### src/shared/fdl_pkg.sv
/*
  constants, types and helpers of the per-channel data-link and
  receive gapped-clock logic.
  assumes a 32-bit classic wishbone slave with byte addresses.
*/
`default_nettype none
package fdl_pkg;
  // ------------------------------------------------------------------
  // register map (byte offsets)
  // ------------------------------------------------------------------
  localparam logic [5:0] OFF_OVH = 6'h00;
  localparam logic [5:0] OFF_TXC = 6'h04;
  localparam logic [5:0] OFF_TXT = 6'h08;
  localparam logic [5:0] OFF_TXM = 6'h0C;
  localparam logic [5:0] OFF_TXL = 6'h10;
  localparam logic [5:0] OFF_RXC = 6'h14;
  localparam logic [5:0] OFF_RXT = 6'h18;
  localparam logic [5:0] OFF_ST = 6'h1C;
  localparam logic [5:0] OFF_RXB = 6'h20;
  localparam logic [5:0] OFF_MODE = 6'h24;
  // ------------------------------------------------------------------
  // field positions
  // ------------------------------------------------------------------
  localparam int OV_ALL = 0, OV_CJ = 1, OV_STF = 2;
  localparam int TC_FCS = 0, TC_NEIE = 1, TC_URIE = 2, TC_MSGIE = 3;
  localparam int RC_EN = 0, RC_FCS = 1, RC_NFIE = 2, RC_MSGIE = 3;
  localparam int RC_OVRIE = 4, RC_NR = 5;
  localparam int ST_TXDONE = 0, ST_TXUR = 1, ST_TXNE = 2, ST_RXOVR = 3;
  localparam int ST_RXMSG = 4, ST_RXNF = 5, ST_RXBAD = 6;
  // synchroniser lanes
  localparam int SY_RCK = 0, SY_RDT = 1, SY_OVH = 2, SY_STF = 3;
  localparam int SY_CJ = 4, SY_RSL = 5, SY_RNR = 6, SY_TCK = 7;
  localparam int SY_TSL = 8, SY_W = 9;
  // ------------------------------------------------------------------
  // reset values, modes, hdlc constants
  // ------------------------------------------------------------------
  localparam logic [6:0] RXT_RST = 7'h7F;
  localparam logic [1:0] MODE_M13 = 2'h0;
  localparam logic [1:0] MODE_CBIT = 2'h1;
  localparam logic [1:0] MODE_G751 = 2'h2;
  localparam logic [1:0] MODE_G832 = 2'h3;
  localparam logic [7:0] HDLC_FLAG = 8'h7E;
  localparam logic [15:0] CRC_INIT = 16'hFFFF;
  localparam logic [15:0] CRC_POLY = 16'h8408;
  localparam logic [15:0] CRC_GOOD = 16'hF0B8;
  localparam logic [4:0] CNT_BYTE = 5'h08;
  localparam logic [4:0] CNT_FCS = 5'h10;

  typedef enum logic [1:0] {
    TX_FLAG = 2'b00,
    TX_DATA = 2'b01,
    TX_FCS = 2'b10
  } fdl_tx_st_t;

  // one bit of the reflected 16-bit hdlc check sequence
  function automatic logic [15:0] fdl_crc(input logic [15:0] c, input logic b);
    fdl_crc = (c >> 1) ^ ((c[0] ^ b) ? CRC_POLY : 16'h0000);
  endfunction : fdl_crc
endpackage : fdl_pkg
`default_nettype wire

### src/core/fdl_core.sv
/*
  per-channel receive gap-clock selection and hdlc data link with
  transmit and receive fifos, reached over classic wishbone.
  assumes line clocks and line strobes arrive asynchronously and are
  far slower than clk_i; overhead classes come from the framer, the mode from the OFF_MODE register.
*/
`timescale 1ns/100ps
`default_nettype none
module fdl_core import fdl_pkg::*; #(
  parameter int DEPTH = 128
) (
  input wire logic clk_i,
  input wire logic rst_i,
  input wire logic wb_cyc_i,
  input wire logic wb_stb_i,
  input wire logic wb_we_i,
  input wire logic [5:0] wb_adr_i,
  input wire logic [3:0] wb_sel_i,
  input wire logic [31:0] wb_dat_i,
  output logic [31:0] wb_dat_o,
  output logic wb_ack_o,
  input wire logic rx_extract_clock_i,
  input wire logic rx_line_data_i,
  input wire logic rx_ovh_pos_i,
  input wire logic rx_stuff_pos_i,
  input wire logic rx_justif_pos_i,
  input wire logic rx_link_slot_i,
  input wire logic rx_nr_slot_i,
  input wire logic tx_line_clock_i,
  input wire logic tx_link_slot_i,
  output logic rx_gapped_clock_o,
  output logic rx_serial_out_o,
  output logic tx_link_bit_o,
  output logic irq_out_n_o
);
  localparam int AW = $clog2(DEPTH);
  localparam logic [AW:0] FULL = (AW+1)'(DEPTH);

  // ------------------------------------------------------------------
  // state
  // ------------------------------------------------------------------
  typedef struct packed {
    logic [SY_W-1:0] s1;
    logic [SY_W-1:0] s2;
    logic [SY_W-1:0] s3;
    logic [2:0] ovh;
    logic [3:0] txc;
    logic [6:0] txthr;
    logic [7:0] txmsg;
    logic [5:0] rxc;
    logic [6:0] rxthr;
    logic [1:0] mode;
    logic [6:0] st;
    logic ack;
    logic [7:0] rdat;
    logic tick;
    logic gclk;
    logic rdo;
    logic [AW:0] twp;
    logic [AW:0] trp;
    fdl_tx_st_t tst;
    logic [15:0] tsh;
    logic [4:0] tcnt;
    logic [2:0] tones;
    logic [15:0] tcrc;
    logic tlast;
    logic tbit;
    logic [AW:0] rwp;
    logic [AW:0] rrp;
    logic rin;
    logic rnb;
    logic [2:0] rones;
    logic [7:0] rsh;
    logic [2:0] rcnt;
    logic [15:0] rcrc;
    logic [15:0] rcrcb;
    logic irqn;
  } fdl_state_t;

  fdl_state_t state_q, state_d;
  logic [8:0] tx_mem [DEPTH];
  logic [7:0] rx_mem [DEPTH];
  logic tx_we, rx_we, acc, wr, rd, rrise, trise, sl, b;
  logic [7:0] rx_wdat;
  logic [8:0] tx_head;
  logic [AW:0] tocc, rocc;
  logic [6:0] setv, clrv, mask;

  // ------------------------------------------------------------------
  // next state
  // ------------------------------------------------------------------
  always_comb begin
    state_d = state_q;
    setv = 7'h00;
    clrv = 7'h00;
    tx_we = 1'b0;
    rx_we = 1'b0;
    b = 1'b0;
    rx_wdat = {state_d.s2[SY_RDT], state_q.rsh[7:1]};
    tx_head = tx_mem[state_q.trp[AW-1:0]];
    tocc = state_q.twp - state_q.trp;
    rocc = state_q.rwp - state_q.rrp;
    // pin synchronisers; edges seen between second and third stage
    state_d.s1 = {tx_link_slot_i, tx_line_clock_i, rx_nr_slot_i, rx_link_slot_i,
                  rx_justif_pos_i, rx_stuff_pos_i, rx_ovh_pos_i, rx_line_data_i,
                  rx_extract_clock_i};
    state_d.s2 = state_q.s1;
    state_d.s3 = state_q.s2;
    rrise = state_q.s2[SY_RCK] & ~state_q.s3[SY_RCK];
    trise = state_q.s2[SY_TCK] & ~state_q.s3[SY_TCK];
    // wishbone: answer one cycle after the strobe
    acc = wb_cyc_i & wb_stb_i & ~state_q.ack;
    wr = acc & wb_we_i & wb_sel_i[0];
    rd = acc & ~wb_we_i;
    state_d.ack = acc;
    state_d.rdat = 8'h00;
    if (wr) begin
      case (wb_adr_i)
        OFF_OVH: state_d.ovh = wb_dat_i[2:0];
        OFF_TXC: state_d.txc = wb_dat_i[3:0];
        OFF_TXT: state_d.txthr = wb_dat_i[6:0];
        OFF_TXM, OFF_TXL: begin
          state_d.txmsg = wb_dat_i[7:0];
          if (tocc != FULL) begin
            tx_we = 1'b1;
            state_d.twp = state_q.twp + 1'b1;
          end
        end
        OFF_RXC: state_d.rxc = wb_dat_i[5:0];
        OFF_RXT: state_d.rxthr = wb_dat_i[6:0];
        OFF_MODE: state_d.mode = wb_dat_i[1:0];
        default: ;
      endcase
    end
    if (rd) begin
      case (wb_adr_i)
        OFF_OVH: state_d.rdat = {5'h00, state_q.ovh};
        OFF_TXC: state_d.rdat = {4'h0, state_q.txc};
        OFF_TXT: state_d.rdat = {1'b0, state_q.txthr};
        OFF_TXM, OFF_TXL: begin
          state_d.txmsg = tx_head[7:0];
          state_d.rdat = tx_head[7:0];
        end
        OFF_RXC: state_d.rdat = {2'h0, state_q.rxc};
        OFF_RXT: state_d.rdat = {1'b0, state_q.rxthr};
        OFF_ST: begin
          state_d.rdat = {1'b0, state_q.st};
          clrv = state_q.st;
        end
        OFF_RXB: begin
          state_d.rdat = rx_mem[state_q.rrp[AW-1:0]];
          if (rocc != '0) state_d.rrp = state_q.rrp + 1'b1;
        end
        OFF_MODE: state_d.rdat = {6'h00, state_q.mode};
        default: ;
      endcase
    end
    // gap clock: decide per line bit at its rising edge
    if (rrise) begin
      if (state_q.ovh[OV_ALL]) state_d.tick = 1'b1;
      else if (!state_q.s2[SY_OVH]) state_d.tick = 1'b1;
      else if (state_q.mode == MODE_M13 || state_q.mode == MODE_G751)
        state_d.tick = (state_q.s2[SY_STF] & state_q.ovh[OV_STF]) |
                       (state_q.s2[SY_CJ] & state_q.ovh[OV_CJ]);
      else state_d.tick = 1'b0;
      if (state_d.tick) state_d.rdo = state_q.s2[SY_RDT];
    end
    state_d.gclk = state_q.s2[SY_RCK] & state_d.tick;
    // transmit hdlc serialiser, one bit per link slot
    if (trise && state_q.s2[SY_TSL]) begin
      // five ones also need a stuffed zero when a flag follows the last byte
      if (state_q.tones == 3'd5 && (state_q.tst != TX_FLAG || state_q.tcnt == CNT_BYTE)) begin
        state_d.tbit = 1'b0;
        state_d.tones = 3'd0;
      end else begin
        b = state_q.tsh[0];
        state_d.tbit = b;
        state_d.tones = b ? state_q.tones + 3'd1 : 3'd0;
        if (state_q.tst == TX_DATA) state_d.tcrc = fdl_crc(state_q.tcrc, b);
        state_d.tsh = state_q.tsh >> 1;
        state_d.tcnt = state_q.tcnt - 5'd1;
        if (state_q.tcnt == 5'd1) begin
          state_d.tst = TX_FLAG;
          state_d.tsh = {8'h00, HDLC_FLAG};
          state_d.tcnt = CNT_BYTE;
          case (state_q.tst)
            TX_FLAG: ;
            TX_DATA: begin
              if (state_q.tlast && state_q.txc[TC_FCS]) begin
                state_d.tst = TX_FCS;
                state_d.tsh = ~state_d.tcrc;
                state_d.tcnt = CNT_FCS;
              end else if (state_q.tlast) setv[ST_TXDONE] = 1'b1;
              else if (tocc == '0) setv[ST_TXUR] = 1'b1;
            end
            TX_FCS: setv[ST_TXDONE] = 1'b1;
            default: ;
          endcase
          // next byte follows a flag, or the previous byte of a message
          if (tocc != '0 && (state_q.tst == TX_FLAG ||
              (state_q.tst == TX_DATA && !state_q.tlast))) begin
            state_d.tst = TX_DATA;
            state_d.tsh = {8'h00, tx_head[7:0]};
            state_d.tlast = tx_head[8];
            state_d.tcnt = CNT_BYTE;
            state_d.trp = state_q.trp + 1'b1;
            if (state_q.tst == TX_FLAG) state_d.tcrc = CRC_INIT;
          end
        end
      end
    end
    // receive hdlc: nr or gc byte in g832, else the single channel
    sl = (state_q.mode == MODE_G832 && state_q.rxc[RC_NR]) ?
         state_q.s2[SY_RNR] : state_q.s2[SY_RSL];
    if (rrise && sl && state_q.rxc[RC_EN]) begin
      b = state_q.s2[SY_RDT];
      if (b && state_q.rones == 3'd6) begin
        state_d.rin = 1'b0; // abort: hunt for the next flag
        state_d.rones = 3'd7;
      end else if (!b && state_q.rones == 3'd6) begin
        if (state_q.rin && state_q.rnb && state_q.rcnt == 3'd7) begin
          setv[ST_RXMSG] = 1'b1;
          if (state_q.rxc[RC_FCS] && state_q.rcrcb != CRC_GOOD)
            setv[ST_RXBAD] = 1'b1;
        end
        state_d.rin = 1'b1;
        state_d.rnb = 1'b0;
        state_d.rcnt = 3'd0;
        state_d.rcrc = CRC_INIT;
        state_d.rcrcb = CRC_INIT;
        state_d.rones = 3'd0;
      end else if (!b && state_q.rones == 3'd5) begin
        state_d.rones = 3'd0; // stuffed zero dropped
      end else begin
        state_d.rones = b ? ((state_q.rones == 3'd7) ? 3'd7 : state_q.rones + 3'd1)
                          : 3'd0;
        if (state_q.rin) begin
          state_d.rsh = {b, state_q.rsh[7:1]};
          state_d.rcrc = fdl_crc(state_q.rcrc, b);
          state_d.rcnt = state_q.rcnt + 3'd1;
          if (state_q.rcnt == 3'd7) begin
            state_d.rnb = 1'b1;
            state_d.rcrcb = state_d.rcrc;
            if (rocc == FULL) setv[ST_RXOVR] = 1'b1;
            else begin
              rx_we = 1'b1;
              state_d.rwp = state_q.rwp + 1'b1;
            end
          end
        end
      end
    end
    // level events, sticky status; a new event wins over the read clear
    if (state_d.twp - state_d.trp <= (AW+1)'(state_q.txthr)) setv[ST_TXNE] = 1'b1;
    if (state_q.rxc[RC_EN] && rocc >= (AW+1)'(state_q.rxthr)) setv[ST_RXNF] = 1'b1;
    state_d.st = (state_q.st & ~clrv) | setv;
    mask[ST_TXDONE] = state_q.txc[TC_MSGIE];
    mask[ST_TXUR] = state_q.txc[TC_URIE];
    mask[ST_TXNE] = state_q.txc[TC_NEIE];
    mask[ST_RXOVR] = state_q.rxc[RC_OVRIE] & state_q.rxc[RC_EN];
    mask[ST_RXMSG] = state_q.rxc[RC_MSGIE] & state_q.rxc[RC_EN];
    mask[ST_RXNF] = state_q.rxc[RC_NFIE] & state_q.rxc[RC_EN];
    mask[ST_RXBAD] = mask[ST_RXMSG] & state_q.rxc[RC_FCS];
    state_d.irqn = ~|(state_d.st & mask);
  end

  // ------------------------------------------------------------------
  // registers and fifo storage
  // ------------------------------------------------------------------
  always_ff @(posedge clk_i) begin
    if (rst_i) begin
      state_q <= '0;
      state_q.rxthr <= RXT_RST;
      state_q.irqn <= 1'b1;
      state_q.tst <= TX_FLAG;
      state_q.tsh <= {8'h00, HDLC_FLAG};
      state_q.tcnt <= CNT_BYTE;
      state_q.tcrc <= CRC_INIT;
    end else begin
      state_q <= state_d;
    end
  end

  // fifo arrays; a write to the higher address tags the byte as last
  always_ff @(posedge clk_i) begin
    if (tx_we) tx_mem[state_q.twp[AW-1:0]] <= {wb_adr_i == OFF_TXL, wb_dat_i[7:0]};
    if (rx_we) rx_mem[state_q.rwp[AW-1:0]] <= rx_wdat;
  end

  assign wb_dat_o = {24'h000000, state_q.rdat};
  assign wb_ack_o = state_q.ack;
  assign rx_gapped_clock_o = state_q.gclk;
  assign rx_serial_out_o = state_q.rdo;
  assign tx_link_bit_o = state_q.tbit;
  assign irq_out_n_o = state_q.irqn;

  // ------------------------------------------------------------------
  // checks
  // ------------------------------------------------------------------
  property p_all_ovh;
    @(posedge clk_i) disable iff (rst_i)
    (rrise && state_q.ovh[OV_ALL]) |=> state_q.tick;
  endproperty
  a_all_ovh: assert property (p_all_ovh) else $error("all overhead bit gapped");

  property p_stuff;
    @(posedge clk_i) disable iff (rst_i)
    (rrise && !state_q.ovh[OV_ALL] && state_q.s2[SY_OVH] && state_q.mode == MODE_M13 &&
     state_q.s2[SY_STF] && !state_q.s2[SY_CJ]) |=> (state_q.tick == $past(state_q.ovh[OV_STF]));
  endproperty
  a_stuff: assert property (p_stuff) else $error("stuff bit tick wrong");

  property p_justif;
    @(posedge clk_i) disable iff (rst_i)
    (rrise && !state_q.ovh[OV_ALL] && state_q.s2[SY_OVH] && state_q.mode == MODE_G751 &&
     state_q.s2[SY_CJ] && !state_q.s2[SY_STF]) |=> (state_q.tick == $past(state_q.ovh[OV_CJ]));
  endproperty
  a_justif: assert property (p_justif) else $error("justification tick wrong");

  property p_cbit_ign;
    @(posedge clk_i) disable iff (rst_i)
    (rrise && !state_q.ovh[OV_ALL] && state_q.s2[SY_OVH] &&
     (state_q.mode == MODE_CBIT || state_q.mode == MODE_G832)) |=> !state_q.tick;
  endproperty
  a_cbit_ign: assert property (p_cbit_ign) else $error("overhead ticked in cbit/g832");

  property p_payload;
    @(posedge clk_i) disable iff (rst_i)
    (rrise && !state_q.s2[SY_OVH]) |=> state_q.tick ##1 (state_q.gclk == state_q.s3[SY_RCK]);
  endproperty
  a_payload: assert property (p_payload) else $error("payload bit gapped");

  property p_txdone_irq;
    @(posedge clk_i) disable iff (rst_i)
    (setv[ST_TXDONE] && state_q.txc[TC_MSGIE]) |=> !irq_out_n_o;
  endproperty
  a_txdone_irq: assert property (p_txdone_irq) else $error("no message-done irq");

  property p_eom;
    @(posedge clk_i) disable iff (rst_i)
    tx_we |=> (tx_mem[$past(state_q.twp[AW-1:0])][8] == $past(wb_adr_i == OFF_TXL));
  endproperty
  a_eom: assert property (p_eom) else $error("end-of-message tag wrong");

  property p_rx_quiet;
    @(posedge clk_i) disable iff (rst_i)
    (!state_q.rxc[RC_EN] && state_q.st[6:3] == 4'h0) |=> (state_q.st[6:3] == 4'h0);
  endproperty
  a_rx_quiet: assert property (p_rx_quiet) else $error("rx event while disabled");

  property p_nf_rst;
    @(posedge clk_i) rst_i |=> (state_q.rxthr == RXT_RST && irq_out_n_o);
  endproperty
  a_nf_rst: assert property (p_nf_rst) else $error("bad reset state");
endmodule : fdl_core
`default_nettype wire

### config.mk
export PLATFORM = sky130hd
export DESIGN_NAME = fdl_core
export DESIGN_NICKNAME = d
export VERILOG_FILES = /design/src/shared/fdl_pkg.sv /design/src/core/fdl_core.sv
export SDC_FILE = /design/constraint.sdc
export NUM_CORES = 2
export LEC_CHECK = 0
export ABC_AREA = 1
export BUFFER_PORTS_ARGS = -buffer_cell sky130_fd_sc_hd__buf_2
export CAP_MARGIN = 20
export CORE_MARGIN = 3
export CORE_UTILIZATION = 35
export CTS_CLUSTER_DIAMETER = 30
export CTS_CLUSTER_SIZE = 12
export DETAILED_ROUTE_END_ITERATION = 10
export PLACE_DENSITY_LB_ADDON = 0.12
export SYNTH_ARGS = -nofsm -noshare
export SYNTH_HDL_FRONTEND = slang
export SYNTH_SLANG_ARGS = --single-unit
### constraint.sdc
create_clock -name clk_i -period 11.5 [get_ports clk_i]
set_input_delay 0.575 -clock clk_i [delete_from_list [all_inputs] [get_ports clk_i]]
set_output_delay 0.575 -clock clk_i [all_outputs]
set_load 0.005 [all_outputs]
==> metrics.csv <==
stage,metric,value,unit
placed_design,post-place-cells,11239,
route,first_iter_violations,5963,
setup_path,critical_path_cell_count,33,
route,totalWireLength,292,mm
setup_path,regToRegEndpoint,irq_out_n_o$_SDFF_PP1_,
setup_path,worst-setup-path-type,reg -> reg,
synthesis,netlist.top_cell.by_area,edfxtp_1,
sta,relSlewSlack,23.5,%
route,antenna_violating_nets_post_route,0,
sta,fin_crit_sh,52.3,%
setup_path,rrSetupSlack,5490,ps
floorplan,initial_core_util,35.4,%
global_routing,grt_pass1_vias,63207,
synthesis,ys_top_cells_by_count,"edfxtp_1 (2,176), nor2_1 (1,792), o21ai_0 (1,453), o22ai_1 (659), nand2_1 (394)",
floorplan,ios,93,
worst_hold_path,min_delay_path_depth,1,
placed_design,detailedPlacementHpwl,163,mm
setup_path,cp.arrival,6760,ps
synthesis,synth.area.top_cells,"edfxtp_1 (68%), o21ai_0 (7.6%), nor2_1 (7.0%)",
floorplan,fp.dieArea,0.281,mm^2
clocking,ctsHtreeMaxLevel,6,
clocking,cts_setup_buffers,0,
sta,fin_hold_ws,250,ps
route,vias_per_cell,5.34,
synthesis,post_synth.cell_area_avg,11.9,um^2
power_and_ir_drop,p_per_area,207,mW/mm^2
worst_hold_path,worstHoldPathType,in -> reg,
placed_design,place.port_buffers,41,
sta,crit_path_time_final,6010,ps
floorplan,floorplan.die.width,530,um
clocking,clkSlewWorstSetupHoldPaths,40,ps
synthesis,yosys_register_bits,2375,
sta,final.setup_skew,45.4,ps
synthesis,synth_warnings,0,
power_and_ir_drop,reported_leakage_power,38.1,nW
clocking,numClockSinks,2375,
setup_path,data_required_time_of_the_worst_path,12250,ps
global_routing,overflow,0,
setup_path,worst-path-max-fanout,22,
floorplan,placeableCoreArea,0.272,mm^2
setup_path,timing.critical_path.to_type,flip-flop,
setup_path,worst_r2r_path_cells,33,
power_and_ir_drop,power.total,24.3,mW
finish,drive_gt1_share,12.0,%
setup_path,max_stage_delay,720,ps
power_and_ir_drop,worst_ir_drop_vdd,0.000165,V
synthesis,yosys.cell_count.top_type,edfxtp_1,
setup_path,critical-path-top-delay-family,buffers and inverters,
run_status,status,"finished, final reports clean",
worst_hold_path,holdPathEnd,tx_mem[49][1]$_DFFE_PP_,
synthesis,yosysUniqueCellTypes,61,
global_routing,track_usage,20.2,%
clocking,cts_tree,done,
sta,timing.fmax,0.166,GHz
clocking,clockBufferDepth,4,
clocking,cts_made_buffers,539,
setup_path,regToRegStartpoint,state_q[114]$_SDFF_PP0_,
finish,finish.net_count,8345,
run,max_cap_viol_count,0,
synthesis,post-synth-top-area-fraction,68.0,%
synthesis,async_flop_share,0,%
synthesis,ys_seq_area_share,72.1,%
setup_path,crit_path_top_delay_cell,clkinv_1,
clocking,clk-insertion-delay-late,880,ps
sta,setup_viol,0,
sta,grt_setup_unrepaired,no,
synthesis,synthesis.area,0.0962,mm^2
sta,tightest_slew,1140,ps
finish,finish.cell_count_without_fillers,12225,
sta,timing_max_transition_violations_final,0,
synthesis,syn-instance-count,8051,
setup_path,timing.critical_path.mode_cell,nand2_1,
route,via_count,65292,
synthesis,count_of_flip_flops_with_a_built_in_enable_after_synthesis,2176,
finish,num-fill-cells,25196,
placed_design,gpl.final_weighted_congestion,0.843,
worst_hold_path,worst_hold_startpoint,wb_dat_i[1],
sta,tns,0,ps
global_routing,grt_antenna_before_repair,10,
global_routing,grt_pass1_wl,427,mm
setup_path,critical_path_buf_inv_count,8,
global_routing,maximum_number_of_pins_on_one_net_before_global_route_repair,159,
finish,syn2layout_area_growth,22.3,%
sta,final_hold_violating_endpoints,0,
route,dr.pass1.iters,6,
synthesis,yosys_most_used_dff,edfxtp_1,
clocking,clockRootBuffer,clkbuf_16,
floorplan,die-height,530,um
route,drt_drc_violations_left,0,
setup_path,worst_setup_path_start_kind,flip-flop,
floorplan,floorplan.rows,191,
route,detail_route.wl_per_cell,23.9,um
-- how the worst max path moves through the flow --
stage | from | slack (ps) | to
3_3_place_gp | state_q[114]$_SDFF_PP0_ | 5450 | irq_out_n_o$_SDFF_PP1_
3_5_place_dp | state_q[114]$_SDFF_PP0_ | 5560 | irq_out_n_o$_SDFF_PP1_
2_1_floorplan | wb_adr_i[1] | 6780 | tx_mem[0][8]$_DFFE_PP_
5_1_grt | state_q[114]$_SDFF_PP0_ | 4990 | irq_out_n_o$_SDFF_PP1_
4_1_cts | state_q[114]$_SDFF_PP0_ | 5490 | irq_out_n_o$_SDFF_PP1_
6_report | state_q[114]$_SDFF_PP0_ | 5490 | irq_out_n_o$_SDFF_PP1_
-- area by class of cell --
class                      count  area, um^2  area share [%]
timing repair buffer         181        1540            1.31
clock buffer                 612       13900            11.9
sequential                  2375       69400            59.0
clock inverter               347        3730            3.17
multi-input combinational   4890       23600            20.1
tap                         3570        4470            3.80
antenna                        2        5.00         0.00426
inverter                     248         967           0.822
-- cell families after synthesis --
kind of cell	after synthesis	synth area share (%)
simple gates	2409	9.86
flops	2375	72.1
compound gates	2370	13.5
buf+inv	809	3.48
fa+ha+maj	54	0.718
xor+xnor	27	0.246
mux	6	0.0625
other cells	1	0.00390
-- power by group --
part / internal, mW / switching, mW
Clock: 10.0 / 4.77
Sequential: 9.39 / 0.00396
Combinational: 0.0202 / 0.109
-- layout by cell type (no fill, tap or decap), types with 28 or more instances in the layout --
| cell type | instances |
|---|---|
| ha_1 | 52 |
| buf_2 | 32 |
| inv_1 | 225 |
| clkbuf_1 | 63 |
| nor2_1 | 1791 |
| nor3_1 | 28 |
| clkinv_1 | 106 |
| clkinvlp_4 | 36 |
| clkinv_2 | 87 |
| clkbuf_16 | 546 |
| nand2_1 | 393 |
| o22ai_1 | 659 |
| dfxtp_1 | 182 |
| o21ai_0 | 1453 |
| a21oi_1 | 132 |
| buf_4 | 113 |
| nand3_1 | 130 |
| edfxtp_1 | 2176 |
| bufinv_16 | 60 |
-- what timing repair did --
action                                 in CTS  in global routing
resized for setup                           0                  0
endpoints found under the hold margin      12                  0
hold buffers                               18                  0
-- routing by layer --
layer	part of all wire, %	wire, um	track usage [%]
met5	0.020	58	0
met4	2.4	7080	5.86
met3	6.6	19400	3.91
met2	45	130000	30.4
met1	46	135000	29.6
-- per-stage QoR --
| stage | cell area [um^2] | setup slack, ps | utilization (%) |
|---|---|---|---|
| after floorplan | 96200 | 6780 | - |
| after global placement | 99600 | 5450 | 36.6 |
| after detailed placement | 99600 | 5560 | 36.6 |
| after CTS | 117000 | 5490 | 43.2 |
| after global routing | 118000 | 4990 | 43.2 |
| final | 118000 | 5490 | 43.2 |
-- registers in the layout (all words and copies together) (netlist names), 3 cells and up, named ones only --
name,cells
rx_wdat,8
state_q,151
state_d,17
mask,3
rx_mem,1024
wb_dat_o,8
tx_mem,1152
No activity file was read; power rests on OpenSTA's default activity.
